[src/lsfh_defs.vh]
// Constants for the LED string fault and headroom controller.
// Included by the design files; definitions only.
`ifndef LSFH_DEFS_VH
`define LSFH_DEFS_VH

`define LSFH_NSTR            8
`define LSFH_ADDR_THRESH     8'h04
`define LSFH_ADDR_FLAGS_A    8'h05
`define LSFH_ADDR_FLAGS_B    8'h06
`define LSFH_ADDR_FLAGS_C    8'h07
`define LSFH_ADDR_FLAGS_D    8'h08
`define LSFH_THR_4V9         8'h00
`define LSFH_THR_5V8         8'h01
`define LSFH_THR_6V8         8'h02
`define LSFH_THR_7V6         8'h03
`define LSFH_CLK_MHZ         250
`define LSFH_LOSS_NS         2000
`define LSFH_LOSS_CYC        ((`LSFH_LOSS_NS * `LSFH_CLK_MHZ) / 1000 + 1)
`define LSFH_SETTLE_US       4000
`define LSFH_SETTLE_CYC      (`LSFH_SETTLE_US * `LSFH_CLK_MHZ)
`define LSFH_RECAL_MS        1000
`define LSFH_RECAL_CYC       (`LSFH_RECAL_MS * 1000 * `LSFH_CLK_MHZ)
`define LSFH_CODE_MAX        8'hff
`define LSFH_CODE_MIN        8'h00

`endif

[src/lsfh_ctrl.v]
// LED string fault handling and headroom optimizer control.
// Assumes all inputs synchronous to clock; register port is a simple
// byte-wide access strobe decoded by the serial interface logic outside.
`timescale 1ns/1ns
`include "lsfh_defs.vh"
module lsfh_ctrl #(
    parameter        HAS_STRAP  = 1,                         // 0 = variant without strap
    parameter [31:0] SETTLE_CYC = `LSFH_SETTLE_CYC,          // 4 ms settle
    parameter [31:0] RECAL_CYC  = `LSFH_RECAL_CYC            // 1 s recalibration
) (
    input  wire       clock,              // 250 MHz clock
    input  wire       rst,                // Power-up reset, active high
    input  wire       enable,             // Device enable level
    input  wire       supplyInputOk,      // Supply present
    input  wire [1:0] shortLimitSelect,   // Strap level code
    input  wire [7:0] stringSinking,      // String currently sinking
    input  wire [7:0] stringOverLimit,    // Per-level compare result, valid for thrLevel
    input  wire [7:0] stringLossRaw,      // Raw regulation loss
    input  wire       boostOverVolt,      // Boost over-voltage comparator
    input  wire       regWrite,           // Register write strobe
    input  wire       regRead,            // Register read strobe
    input  wire [7:0] regAddr,            // Register address
    input  wire [7:0] regWdata,           // Register write data
    output reg  [7:0] regRdata,           // Register read data
    output reg  [7:0] thrLevel,           // Active short threshold code
    output reg  [7:0] injectCode,         // Feedback injection code
    output reg  [7:0] stringEnable,       // String enabled
    output reg        faultOutNOe,        // Fault pin pulled low when high
    output reg        calBusy             // Calibration running
);
    localparam ST_OFF    = 3'h0;
    localparam ST_STEPUP = 3'h1;
    localparam ST_SETTLE = 3'h2;
    localparam ST_STEPDN = 3'h3;
    localparam ST_RUN    = 3'h4;
    localparam ST_RAISE  = 3'h5;

    reg  [2:0]  state_reg;
    reg  [31:0] timer_reg;
    reg  [31:0] recal_reg;
    reg  [7:0]  shortFlag_reg;
    reg  [7:0]  openFlag_reg;
    reg         enPrev_reg;
    reg         turnedOn_reg;
    reg         strapPend_reg;
    wire [7:0]  lossSeen;
    wire [7:0]  lossMon;
    wire [7:0]  newShort;
    wire        anyLoss;
    wire        enRise;
    wire        active;
    wire        settled;
    wire        atMax;
    wire [7:0]  openSet;
    reg         recalReq;

    lsfh_reg_loss_filter u_filter (
        .clock    (clock),
        .rst      (rst),
        .lossRaw  (stringLossRaw),
        .lossSeen (lossSeen)
    );

    assign active   = enable && supplyInputOk;
    assign enRise   = enable && !enPrev_reg;
    assign lossMon  = lossSeen & stringEnable;
    assign anyLoss  = |lossMon;
    assign newShort = stringSinking & stringOverLimit & stringEnable;
    assign settled  = (timer_reg == 32'h0000_0000);
    // Lowest code is the highest boost voltage
    assign atMax    = (injectCode == `LSFH_CODE_MIN);
    // Open strings found this cycle; fault pin follows in the same edge as the flag
    assign openSet  = (state_reg == ST_RAISE && atMax && settled) ? lossMon : 8'h00;

    // Threshold register and strap capture
    always @(posedge clock) begin
        if (rst) begin
            thrLevel      <= `LSFH_THR_6V8;
            strapPend_reg <= 1'b1;
            enPrev_reg    <= 1'b0;
        end else begin
            enPrev_reg <= enable;
            if (!HAS_STRAP) begin
                if (strapPend_reg || enRise) begin
                    thrLevel <= `LSFH_THR_6V8;
                end
                strapPend_reg <= 1'b0;
            end else if (strapPend_reg || enRise) begin
                // Strap read after reset release, never under reset
                thrLevel      <= {6'h00, shortLimitSelect};
                strapPend_reg <= 1'b0;
            end else if (regWrite && regAddr == `LSFH_ADDR_THRESH) begin
                thrLevel <= {6'h00, regWdata[1:0]};
            end
        end
    end

    // Register reads: both fault kinds live in the flag range
    always @(posedge clock) begin
        if (rst) begin
            regRdata <= 8'h00;
        end else if (regRead) begin
            case (regAddr)
                `LSFH_ADDR_THRESH:  regRdata <= thrLevel;
                `LSFH_ADDR_FLAGS_A: regRdata <= shortFlag_reg;
                `LSFH_ADDR_FLAGS_B: regRdata <= openFlag_reg;
                `LSFH_ADDR_FLAGS_C: regRdata <= shortFlag_reg | openFlag_reg;
                `LSFH_ADDR_FLAGS_D: regRdata <= ~stringEnable;
                default:            regRdata <= 8'h00;
            endcase
        end
    end

    // Recalibration timer
    always @(posedge clock) begin
        if (rst || !active || state_reg != ST_RUN) begin
            recal_reg <= RECAL_CYC - 32'h1;
            recalReq  <= 1'b0;
        end else if (recal_reg == 32'h0000_0000) begin
            recal_reg <= RECAL_CYC - 32'h1;
            recalReq  <= 1'b1;
        end else begin
            recal_reg <= recal_reg - 32'h1;
            recalReq  <= 1'b0;
        end
    end

    // Fault latches, string enables and fault pin
    always @(posedge clock) begin
        if (rst || !enable) begin
            // Enable low clears latches and fault pin and re-arms all strings
            shortFlag_reg <= 8'h00;
            openFlag_reg  <= 8'h00;
            stringEnable  <= 8'hff;
            faultOutNOe   <= 1'b0;
        end else begin
            shortFlag_reg <= shortFlag_reg | newShort;
            if (state_reg == ST_RAISE && atMax && settled) begin
                openFlag_reg <= openFlag_reg | lossMon;
                stringEnable <= stringEnable & ~newShort & ~lossMon;
            end else begin
                stringEnable <= stringEnable & ~newShort;
            end
            faultOutNOe <= (|shortFlag_reg) || (|openFlag_reg) ||
                           (|newShort) || (|openSet) || boostOverVolt;
        end
    end

    // Headroom optimizer
    always @(posedge clock) begin
        if (rst || !active) begin
            state_reg    <= ST_OFF;
            injectCode   <= `LSFH_CODE_MIN;
            timer_reg    <= 32'h0000_0000;
            calBusy      <= 1'b0;
            turnedOn_reg <= 1'b0;
        end else begin
            if (!settled) begin
                timer_reg <= timer_reg - 32'h1;
            end
            case (state_reg)
                ST_OFF: begin
                    turnedOn_reg <= 1'b1;
                    calBusy      <= 1'b1;
                    timer_reg    <= SETTLE_CYC - 32'h1;
                    state_reg    <= ST_SETTLE;
                end
                ST_STEPUP: begin
                    if (injectCode != `LSFH_CODE_MAX) begin
                        injectCode <= injectCode + 8'h01;
                        timer_reg  <= SETTLE_CYC - 32'h1;
                        state_reg  <= ST_SETTLE;
                    end else begin
                        calBusy   <= 1'b0;
                        state_reg <= ST_RUN;
                    end
                end
                ST_SETTLE: begin
                    if (settled) begin
                        state_reg <= anyLoss ? ST_STEPDN : ST_STEPUP;
                    end
                end
                ST_STEPDN: begin
                    if (!atMax) begin
                        injectCode <= injectCode - 8'h01;
                    end
                    calBusy   <= 1'b0;
                    timer_reg <= SETTLE_CYC - 32'h1;
                    state_reg <= ST_RUN;
                end
                ST_RUN: begin
                    if (anyLoss && settled) begin
                        state_reg <= ST_RAISE;
                    end else if (recalReq) begin
                        calBusy   <= 1'b1;
                        timer_reg <= SETTLE_CYC - 32'h1;
                        state_reg <= ST_SETTLE;
                    end
                end
                ST_RAISE: begin
                    if (!anyLoss) begin
                        state_reg <= ST_RUN;
                    end else if (settled) begin
                        if (!atMax) begin
                            injectCode <= injectCode - 8'h01;
                            timer_reg  <= SETTLE_CYC - 32'h1;
                        end else begin
                            calBusy   <= 1'b1;
                            timer_reg <= SETTLE_CYC - 32'h1;
                            state_reg <= ST_SETTLE;
                        end
                    end
                end
                default: state_reg <= ST_OFF;
            endcase
            if (|newShort) begin
                calBusy   <= 1'b1;
                timer_reg <= SETTLE_CYC - 32'h1;
                state_reg <= ST_SETTLE;
            end
        end
    end
endmodule

[src/lsfh_reg_loss_filter.v]
// Per-string persistence filter on loss of current regulation.
// Assumes loss inputs are synchronous to clock.
`timescale 1ns/1ns
`include "lsfh_defs.vh"
module lsfh_reg_loss_filter (
    input  wire       clock,      // System clock
    input  wire       rst,        // Synchronous reset
    input  wire [7:0] lossRaw,    // Raw loss of regulation per string
    output wire [7:0] lossSeen    // Loss held past persistence time
);
    genvar i;
    generate
        for (i = 0; i < 8; i = i + 1) begin : g_str
            reg [9:0] cnt_reg;
            reg       seen_reg;
            always @(posedge clock) begin
                if (rst || !lossRaw[i]) begin
                    cnt_reg  <= 10'h000;
                    seen_reg <= 1'b0;
                end else if ({22'h000000, cnt_reg} == `LSFH_LOSS_CYC - 1) begin
                    seen_reg <= 1'b1;
                end else begin
                    cnt_reg <= cnt_reg + 10'h001;
                end
            end
            assign lossSeen[i] = seen_reg;
        end
    endgenerate
endmodule

[config.mk]
export PLATFORM = sky130hd
export DESIGN_NAME = lsfh_ctrl
export DESIGN_NICKNAME = d
export VERILOG_FILES = /design/src/lsfh_ctrl.v /design/src/lsfh_reg_loss_filter.v
export VERILOG_INCLUDE_DIRS = /design/src
export SDC_FILE = /design/constraint.sdc
export NUM_CORES = 1
export LEC_CHECK = 0
export BUFFER_PORTS_ARGS = -buffer_cell sky130_fd_sc_hd__buf_2
export CORE_ASPECT_RATIO = 1.2
export CORE_MARGIN = 3
export CORE_UTILIZATION = 35
export DETAILED_ROUTE_END_ITERATION = 8
export PLACE_DENSITY = 0.55
export RECOVER_POWER = 50
export SETUP_SLACK_MARGIN = 0.05
export SYNTH_ARGS = -nofsm -noshare
export SYNTH_HDL_FRONTEND = slang
export SYNTH_SLANG_ARGS = --single-unit
[constraint.sdc]
create_clock -name clock -period 4.6 [get_ports clock]
set_input_delay 0.46 -clock clock [delete_from_list [all_inputs] [get_ports clock]]
set_output_delay 0.46 -clock clock [all_outputs]
set_load 0.03 [all_outputs]
Word-level counts from Yosys, hierarchy flattened
Cells that the tools add are included.

storage, ports and cells
  flip-flop bits (word level) = 202
  word-level logic and storage cells = 181
  output and inout bits = 34

cells by class
  $add $sub $neg = 12
  reduce and logical (&&, ||, !) cells = 52
  bitwise operators = 11
  equality and inequality tests = 37
  multiplexer cells = 37

operator list
  cell                                                 number
  2-to-1 mux 32 bit                                    6
  case mux 32 bit (4 select lines)                     1
  adder 10 x 1 -> 10 bit (second input constant)       8
  == test 10 x 9 -> 1 bit (second input constant)      8
  logical NOT 32 bit                                   2
  subtractor 32 x 1 -> 32 bit (second input constant)  2
  2-to-1 mux 8 bit                                     6
  AND 8 bit                                            5
  case mux 8 bit (5 select lines)                      1
  OR reduction 8 bit                                   5
  == test 8 x 3 -> 1 bit (second input constant)       4
  != test 3 bit (second input constant)                8
  inverter 8 bit                                       3
  OR 8 bit                                             3
  case mux 8 bit (3 select lines)                      1
  2-to-1 mux 3 bit                                     7
  2-to-1 mux 20 bit                                    1
  case mux 3 bit (6 select lines)                      1
  logical OR 1 bit                                     16
  AND reduction 4 bit                                  3
  logical NOT 1 bit                                    11
  != test 3 x 2 -> 1 bit (second input constant)       3
  OR reduction 9 bit                                   1
  adder 8 x 1 -> 8 bit (second input constant)         1
  other kinds (20)                                     42

Longest topological paths before layout
Gate-level depths: netlist of run 1.

  word-level depth = 7
  depth in mapped cells = 11
  gate-level depth less buffers = 11

By module
From an unflattened synthesis of run 1, not the netlist that was laid out.

second synthesis, totals
  cell total of the unflattened synthesis = 1,169
  area total of the unflattened synthesis = 10,128.5 µm²

modules (own cells, without submodules)
  module                area an instance (µm²)  cells an instance  instances
  lsfh_ctrl             5,914.4                 689                1
  lsfh_reg_loss_filter  4,214.0                 480                1

Least setup slack after synthesis of run 1
No wires, ideal clock.

  path kind = reg-to-reg
  start point = register recal_reg[0]
  end point = register recal_reg[23]
  setup slack = 1,720 ps
  library setup time = 58 ps
  arrival time = 2,822 ps
  cell stages (with the launch flop) = 12
  required time = 4,542 ps
  buffers on the path = 3
  cells stage by stage = dfxtp_1 > inv_1 > ha_1 > nor3b_1 > or4b_1 > clkbuf_1 > or4_1 > or3_1 > nor2b_1 > buf_2 > buf_4 > nand2_1

on the way
  cells in the longest elaborated chain, start to end = 2
  elaborated cells on any way between the ends = 3
  classes of those cells = add/sub: 1; reduce/logical: 2

ends and longest elaborated chain
  element                                                                              line             text
  start, declared                                                                      lsfh_ctrl.v:40   reg [31:0] recal_reg;
  start signal, assigned                                                               lsfh_ctrl.v:117  recal_reg <= RECAL_CYC - 32'h1;
  start signal, assigned                                                               lsfh_ctrl.v:120  recal_reg <= RECAL_CYC - 32'h1;
  start signal, assigned                                                               lsfh_ctrl.v:123  recal_reg <= recal_reg - 32'h1;
  parallel branches: the longest is 2 deep, another holds subtractor 32 x 1 -> 32 bit  --

Several ways; the timed one is not identified.
A chain may end at the register's enable or synchronous reset.

Final worst setup path of run 1
  start point = register timer_reg[3]
  end point = register stringEnable[3]

on the way
  cells in the longest elaborated chain, start to end = 3

ends and longest elaborated chain
  element                 line             text
  start, declared         lsfh_ctrl.v:39   reg [31:0] timer_reg;
  start signal, assigned  lsfh_ctrl.v:159  timer_reg <= timer_reg - 32'h1;
  start signal, assigned  lsfh_ctrl.v:165  timer_reg <= SETTLE_CYC - 32'h1;
  start signal, assigned  lsfh_ctrl.v:171  timer_reg <= SETTLE_CYC - 32'h1;
  logical NOT 32 bit      lsfh_ctrl.v:69   assign settled = (timer_reg == 32'h0000_0000);
  logical AND 1 bit       lsfh_ctrl.v:138  if (state_reg == ST_RAISE && atMax && settled) begin
  2-to-1 mux 8 bit        lsfh_ctrl.v:138
  end signal, assigned    lsfh_ctrl.v:140  stringEnable <= stringEnable & ~newShort & ~lossMon;
  end signal, assigned    lsfh_ctrl.v:142  stringEnable <= stringEnable & ~newShort;
  end, declared           lsfh_ctrl.v:27   output reg [7:0] stringEnable,

No other way between the ends.

==> flow_summary.ini, run 1 <==
[run_status]
outcome = finished, final reports clean

[synth]
async_flop_share = 0
yosysMostFrequentCell = dfxtp_1
synth_top_area_cell = dfxtp_1
syn_avg_cell_area_um2 = 8.31
synth_commonest_cells = dfxtp_1 (202), nor2_1 (160), nand2_1 (93), a21oi_1 (71), nand3_1 (58)
synth_edf_count = 0
synth_cell_type_count = 69
synthCells = 1149
yosys-top-cells-area = dfxtp_1 (42%), nor2_1 (6.3%), xnor2_1 (4.5%)
synth-seq-area-share = 0.424
ys_seq_elements = 202
netlist.area_leader.share = 0.424
ys.flop_type = dfxtp_1
yosys_warnings = 0
syn-cell-area_um2 = 9540

[global_routing]
grt_pass1_wl_mm = 36.2
track_usage = 0.145
overflow = 0
grt_antenna_before_repair = 0
grt_max_degree = 25
grt_pass1_vias = 7536

[routing]
top_layer = met4
wl_per_cell_um = 13.9
firstDrtPassIters = 5
vias_per_cell = 5.15
dr_wl_met2_mm = 10.2
m1WireLength_mm = 10.0
drc_errors = 0
totalWireLength_mm = 21.7
drt_iter0_markers = 386
ant_nets = 0
met3_length_um = 978
vias = 8050

[die]
core_area_um2 = 26600
start_util = 0.359
die_area_um2 = 29300
rows = 65
die_h_um = 187
die_x_um = 157
io_pins = 83

[placement]
dp.final_hpwl_mm = 15.6
portBuffers = 70
gp_congestion = 0.818

[clock_tree]
cts_tree = yes
ctsResizeCount = 0
postCtsHoldBufs = 0
clk_pin_slew_ns = 0.06
htree_levels = 1
cts_buffers = 23
cts_setup_buffers = 0
cts.path.max_buffers = 3
cts.sinks = 202
root_buffer = clkbuf_16
clkLatencyLatePin_ns = 0.51

[sta]
finalCritPeriodShare = 0.748
skew_ns = 0.0105
maxClockFrequency_mhz = 291
finalSetupViolCount = 0
hold-worst-slack_ns = 0.268
maxSlewHeadroom = 0.216
tns_ns = 0
finalCriticalPeriod_ns = 3.44
tightestPinTransition_ns = 1.17
rsz0062_at_grt = false
drv_slew = 0
hold_violations = 0

[setup_path]
critical-path-top-delay-family = simple AND/OR/NAND/NOR gates
cp.arrival_ns = 3.84
crit_buf_inv = 0
crit_type = reg -> reg
end_kind = register
path_cells = nor4_1 > nand3_1 > or4_1 > nor3_4 > nand2_1 > a31o_2
crit_fanout = 16
cp.required_ns = 5.00
cp-start-kind = register
cpMaxStageDelayCell = or4_1
critPathMaxStageDelay_ns = 0.84

[cells_and_area]
largest_reg_flops = 80
diodes = 0
n_fill_cell = 2667
final-seq-area_um2 = 4040
area_growth_pct = 14.2
num-nets-final = 1288
layout-drive-gt1-share = 0.0896
multiInputGateArea_um2 = 5140

[pwr]
cellLeakagePower_uw = 0.00378
p_sw_frac = 0.235
p_int_uw = 2990
peakVddDrop_mv = 0.271
clkPwrFrac = 0.476
p_switching_uw = 920
power.density_nw_per_um2 = 358
seq_power_share = 0.460
power_frac_comb = 0.064

[hold_path]
holdCritPathClass = in -> reg

[flow_run]
max_cap_viol_count = 0
[metrics by stage]
stage / util / setup WS (ns) / std cells / cell area (µm²) / total power [µW]
after detailed placement: 0.382 / 1.15 / 1522 / 10200 / 2090
after CTS: 0.411 / 1.12 / 1563 / 10900 / 3980
after global routing: 0.410 / 0.871 / 1563 / 10900 / 4070
final: 0.410 / 1.16 / 1563 / 10900 / 3910
after global placement: 0.382 / 1.17 / 1522 / 10200 / 2090
after floorplan: - / 1.72 / 1154 / 9560 / 2020
[worst paths after layout]
path | start | endpoint | slack, ns | cells past startpoint
setup / recovery | timer_reg[3] | stringEnable[3] | 1.16 | 6
hold / removal | stringOverLimit[6] | stringEnable[6] | 0.27 | 3
setup reg to reg | timer_reg[3] | stringEnable[3] | 1.16 | 6
hold reg to reg | recal_reg[0] | recal_reg[0] | 0.41 | 1
[routing by layer]
layer  vias up  GRT usage
met5         -          0
met4         0     0.0384
met3        32     0.0257
met2       141      0.242
met1      3682      0.192
li1       4195          -
[cell families after synthesis]
kind of cell	Yosys count	share of synthesized area
other	1	0.000393
adders and majority gates	27	0.0362
xor gates and xnor gates	80	0.0734
buffers and inverters	88	0.0397
DFF	202	0.424
and+or+nand+nor	530	0.277
AOI/OAI and AO/OA	209	0.137
muxes	12	0.0127
[power by group through the flow]
stage / Sequential [µW] / Combinational, µW / Clock [µW]
4_1_cts: 1800 / 253 / 1930
3_5_place_dp: 1840 / 251 / 0
3_3_place_gp: 1840 / 251 / 0
5_1_grt: 1800 / 281 / 1980
2_1_floorplan: 1840 / 177 / 0
6_report: 1800 / 249 / 1860
[worst register-to-register path, cell delays in order (launching register included)]
cell,delay [ns]
dfxtp_1,0.36
nor4_1,0.61
nand3_1,0.46
or4_1,0.84
nor3_4,0.67
nand2_1,0.13
a31o_2,0.26
[placed cells by master, fill, tap and decap left out, types with 30 or more instances in the layout]
cell / instances
xnor2_1: 49
clkbuf_1: 30
o21ai_0: 47
buf_2: 41
nand2_1: 93
or3_1: 41
a21oi_1: 71
xor2_1: 31
dfxtp_1: 202
nand3_1: 58
nor2_1: 160
nor3_1: 44
inv_1: 48
[cell type report]
class                           count  share of cell area
Sequential cell                   202               0.371
Clock buffer                       30              0.0607
Clock inverter                     11              0.0107
Tap cell                          335              0.0385
Timing Repair Buffer               73              0.0309
Multi-Input combinational cell    864               0.472
Inverter                           48              0.0165
No activity file was read; power rests on OpenSTA's default activity.
==> run 2, diff against run 1 <==
==> constraint.sdc (replaced) <==
create_clock -name clock -period 3.4 [get_ports clock]
set_input_delay 0.34 -clock clock [delete_from_list [all_inputs] [get_ports clock]]
set_output_delay 0.34 -clock clock [all_outputs]
set_load 0.03 [all_outputs]
==> flow_summary.ini, run 2 (same netlist as run 1, synthesis figures left out) <==
[clock_tree]
cts.sinks = 202
htree_levels = 1
cts.path.max_buffers = 3
cts_setup_buffers = 0
clkLatencyLatePin_ns = 0.51
clk_pin_slew_ns = 0.06
root_buffer = clkbuf_16
cts_buffers = 23
cts_tree = yes
postCtsHoldBufs = 0
ctsResizeCount = 0

[cells_and_area]
final_common_cell = dfxtp_1
diodes = 0
final-seq-area_um2 = 4040
largest_reg_flops = 80
multiInputGateArea_um2 = 5140
area_growth_pct = 15.3
layout-drive-gt1-share = 0.0992
stdcell_count = 1585
num-nets-final = 1309
final_cell_mix = dfxtp_1 (202), nor2_1 (160), nand2_1 (93)
n_fill_cell = 2678
fin_area_um2 = 11000

[sta]
tightestPinTransition_ns = 1.12
worst_slack_ns = 0.289
skew_ns = 0.00995
maxSlewHeadroom = 0.249
rsz0062_at_grt = false
tns_ns = 0
drv_slew = 0
finalCriticalPeriod_ns = 3.11
maxClockFrequency_mhz = 321
finalSetupViolCount = 0
hold_violations = 0
finalCritPeriodShare = 0.915
hold-worst-slack_ns = 0.134

[routing]
totalWireLength_mm = 22.1
firstDrtPassIters = 5
drt_iter0_markers = 345
ant_nets = 0
wl_per_cell_um = 13.9
vias = 8218
drc_errors = 0
vias_per_cell = 5.18

[die]
core_area_um2 = 26600
rows = 65
io_pins = 83
die_area_um2 = 29300
start_util = 0.359
die_x_um = 157
die_h_um = 187

[setup_path]
cp.required_ns = 3.79
critPathMaxStageDelay_ns = 0.71
path_cells = or4_1 > or4_4 > or4_1 > nor3_4 > buf_4 > nand2_1 > a31o_2
crit_type = reg -> reg
crit_fanout = 15
cp.arrival_ns = 3.50
cpMaxStageDelayCell = or4_1
reg2reg_slack_ns = 0.29
end_kind = register
cp-start-kind = register
crit_top_cell = or4_1

[run_status]
outcome = finished, final reports clean

[global_routing]
overflow = 0
grt_pass1_wl_mm = 37.1
grt_antenna_before_repair = 0
grt_pass1_vias = 7664
track_usage = 0.148
grt_max_degree = 25

[flow_run]
max_cap_viol_count = 0

[placement]
placed_cells = 1543
dpl-instance-area_um2 = 10300
gp_congestion = 0.857
dp.final_hpwl_mm = 16.0
pre_cts_ws_ns = 0.298
portBuffers = 70

[pwr]
power.density_nw_per_um2 = 469
peakVddDrop_mv = 0.380
cellLeakagePower_uw = 0.00385

[hold_path]
holdCritPathClass = in -> reg
run 2: cell types whose count changed in the layout (fill, tap and decap cells not counted):
| cell | delta |
|---|---|
| buf_4 | +18 |
| clkbuf_1 | +7 |
| bufinv_16 | -2 |
| clkbuf_8 | +2 |
| clkinv_2 | -2 |
| clkinv_4 | -2 |
| clkinvlp_4 | +1 |
| o21ai_1 | +1 |
| o21ai_2 | -1 |
run 2: metal layers:
layer / global-route usage / vias to the layer above / part of all wire
met1: 0.198 / 3806 / 0.47
met3: 0.0273 / 25 / 0.043
met2: 0.247 / 155 / 0.47
met4: 0.0374 / 0 / 0.016
li1: - / 4232 / -
met5: 0 / - / 0
run 2: final cells by class:
class / count / share of cell area
multi-input combinational: 864 / 0.467
clock inverter: 6 / 0.00330
clock buffer: 36 / 0.0640
tap: 335 / 0.0381
timing repair buffer: 94 / 0.0439
sequential: 202 / 0.367
inverter: 48 / 0.0164
run 2: critical path: cells and delay by family, from the launching register on:
kind	cells	cell delay (ns)
compound gates	1	0.24
buf+inv	1	0.24
flops	1	0.34
simple gates	5	2.18
run 2: worst paths after layout:
path / startpoint / endpoint / cells past startpoint
min reg2reg: recal_reg[0] / recal_reg[0] / 1
min: stringSinking[6] / shortFlag_reg[6] / 3
max: timer_reg[15] / stringEnable[2] / 7
max reg2reg: timer_reg[15] / stringEnable[2] / 7
run 2: stage by stage:
step	total power (µW)	util
after floorplan	2730	-
after global placement	2840	0.388
after detailed placement	2840	0.388
after CTS	5260	0.416
after global routing	5410	0.414
final	5160	0.414
run 2: report_power, final:
| part | total, µW | switching, µW | internal [µW] |
|---|---|---|---|
| clock network | 2380 | 956 | 1420 |
| logic | 352 | 221 | 131 |
| registers | 2430 | 35.4 | 2400 |
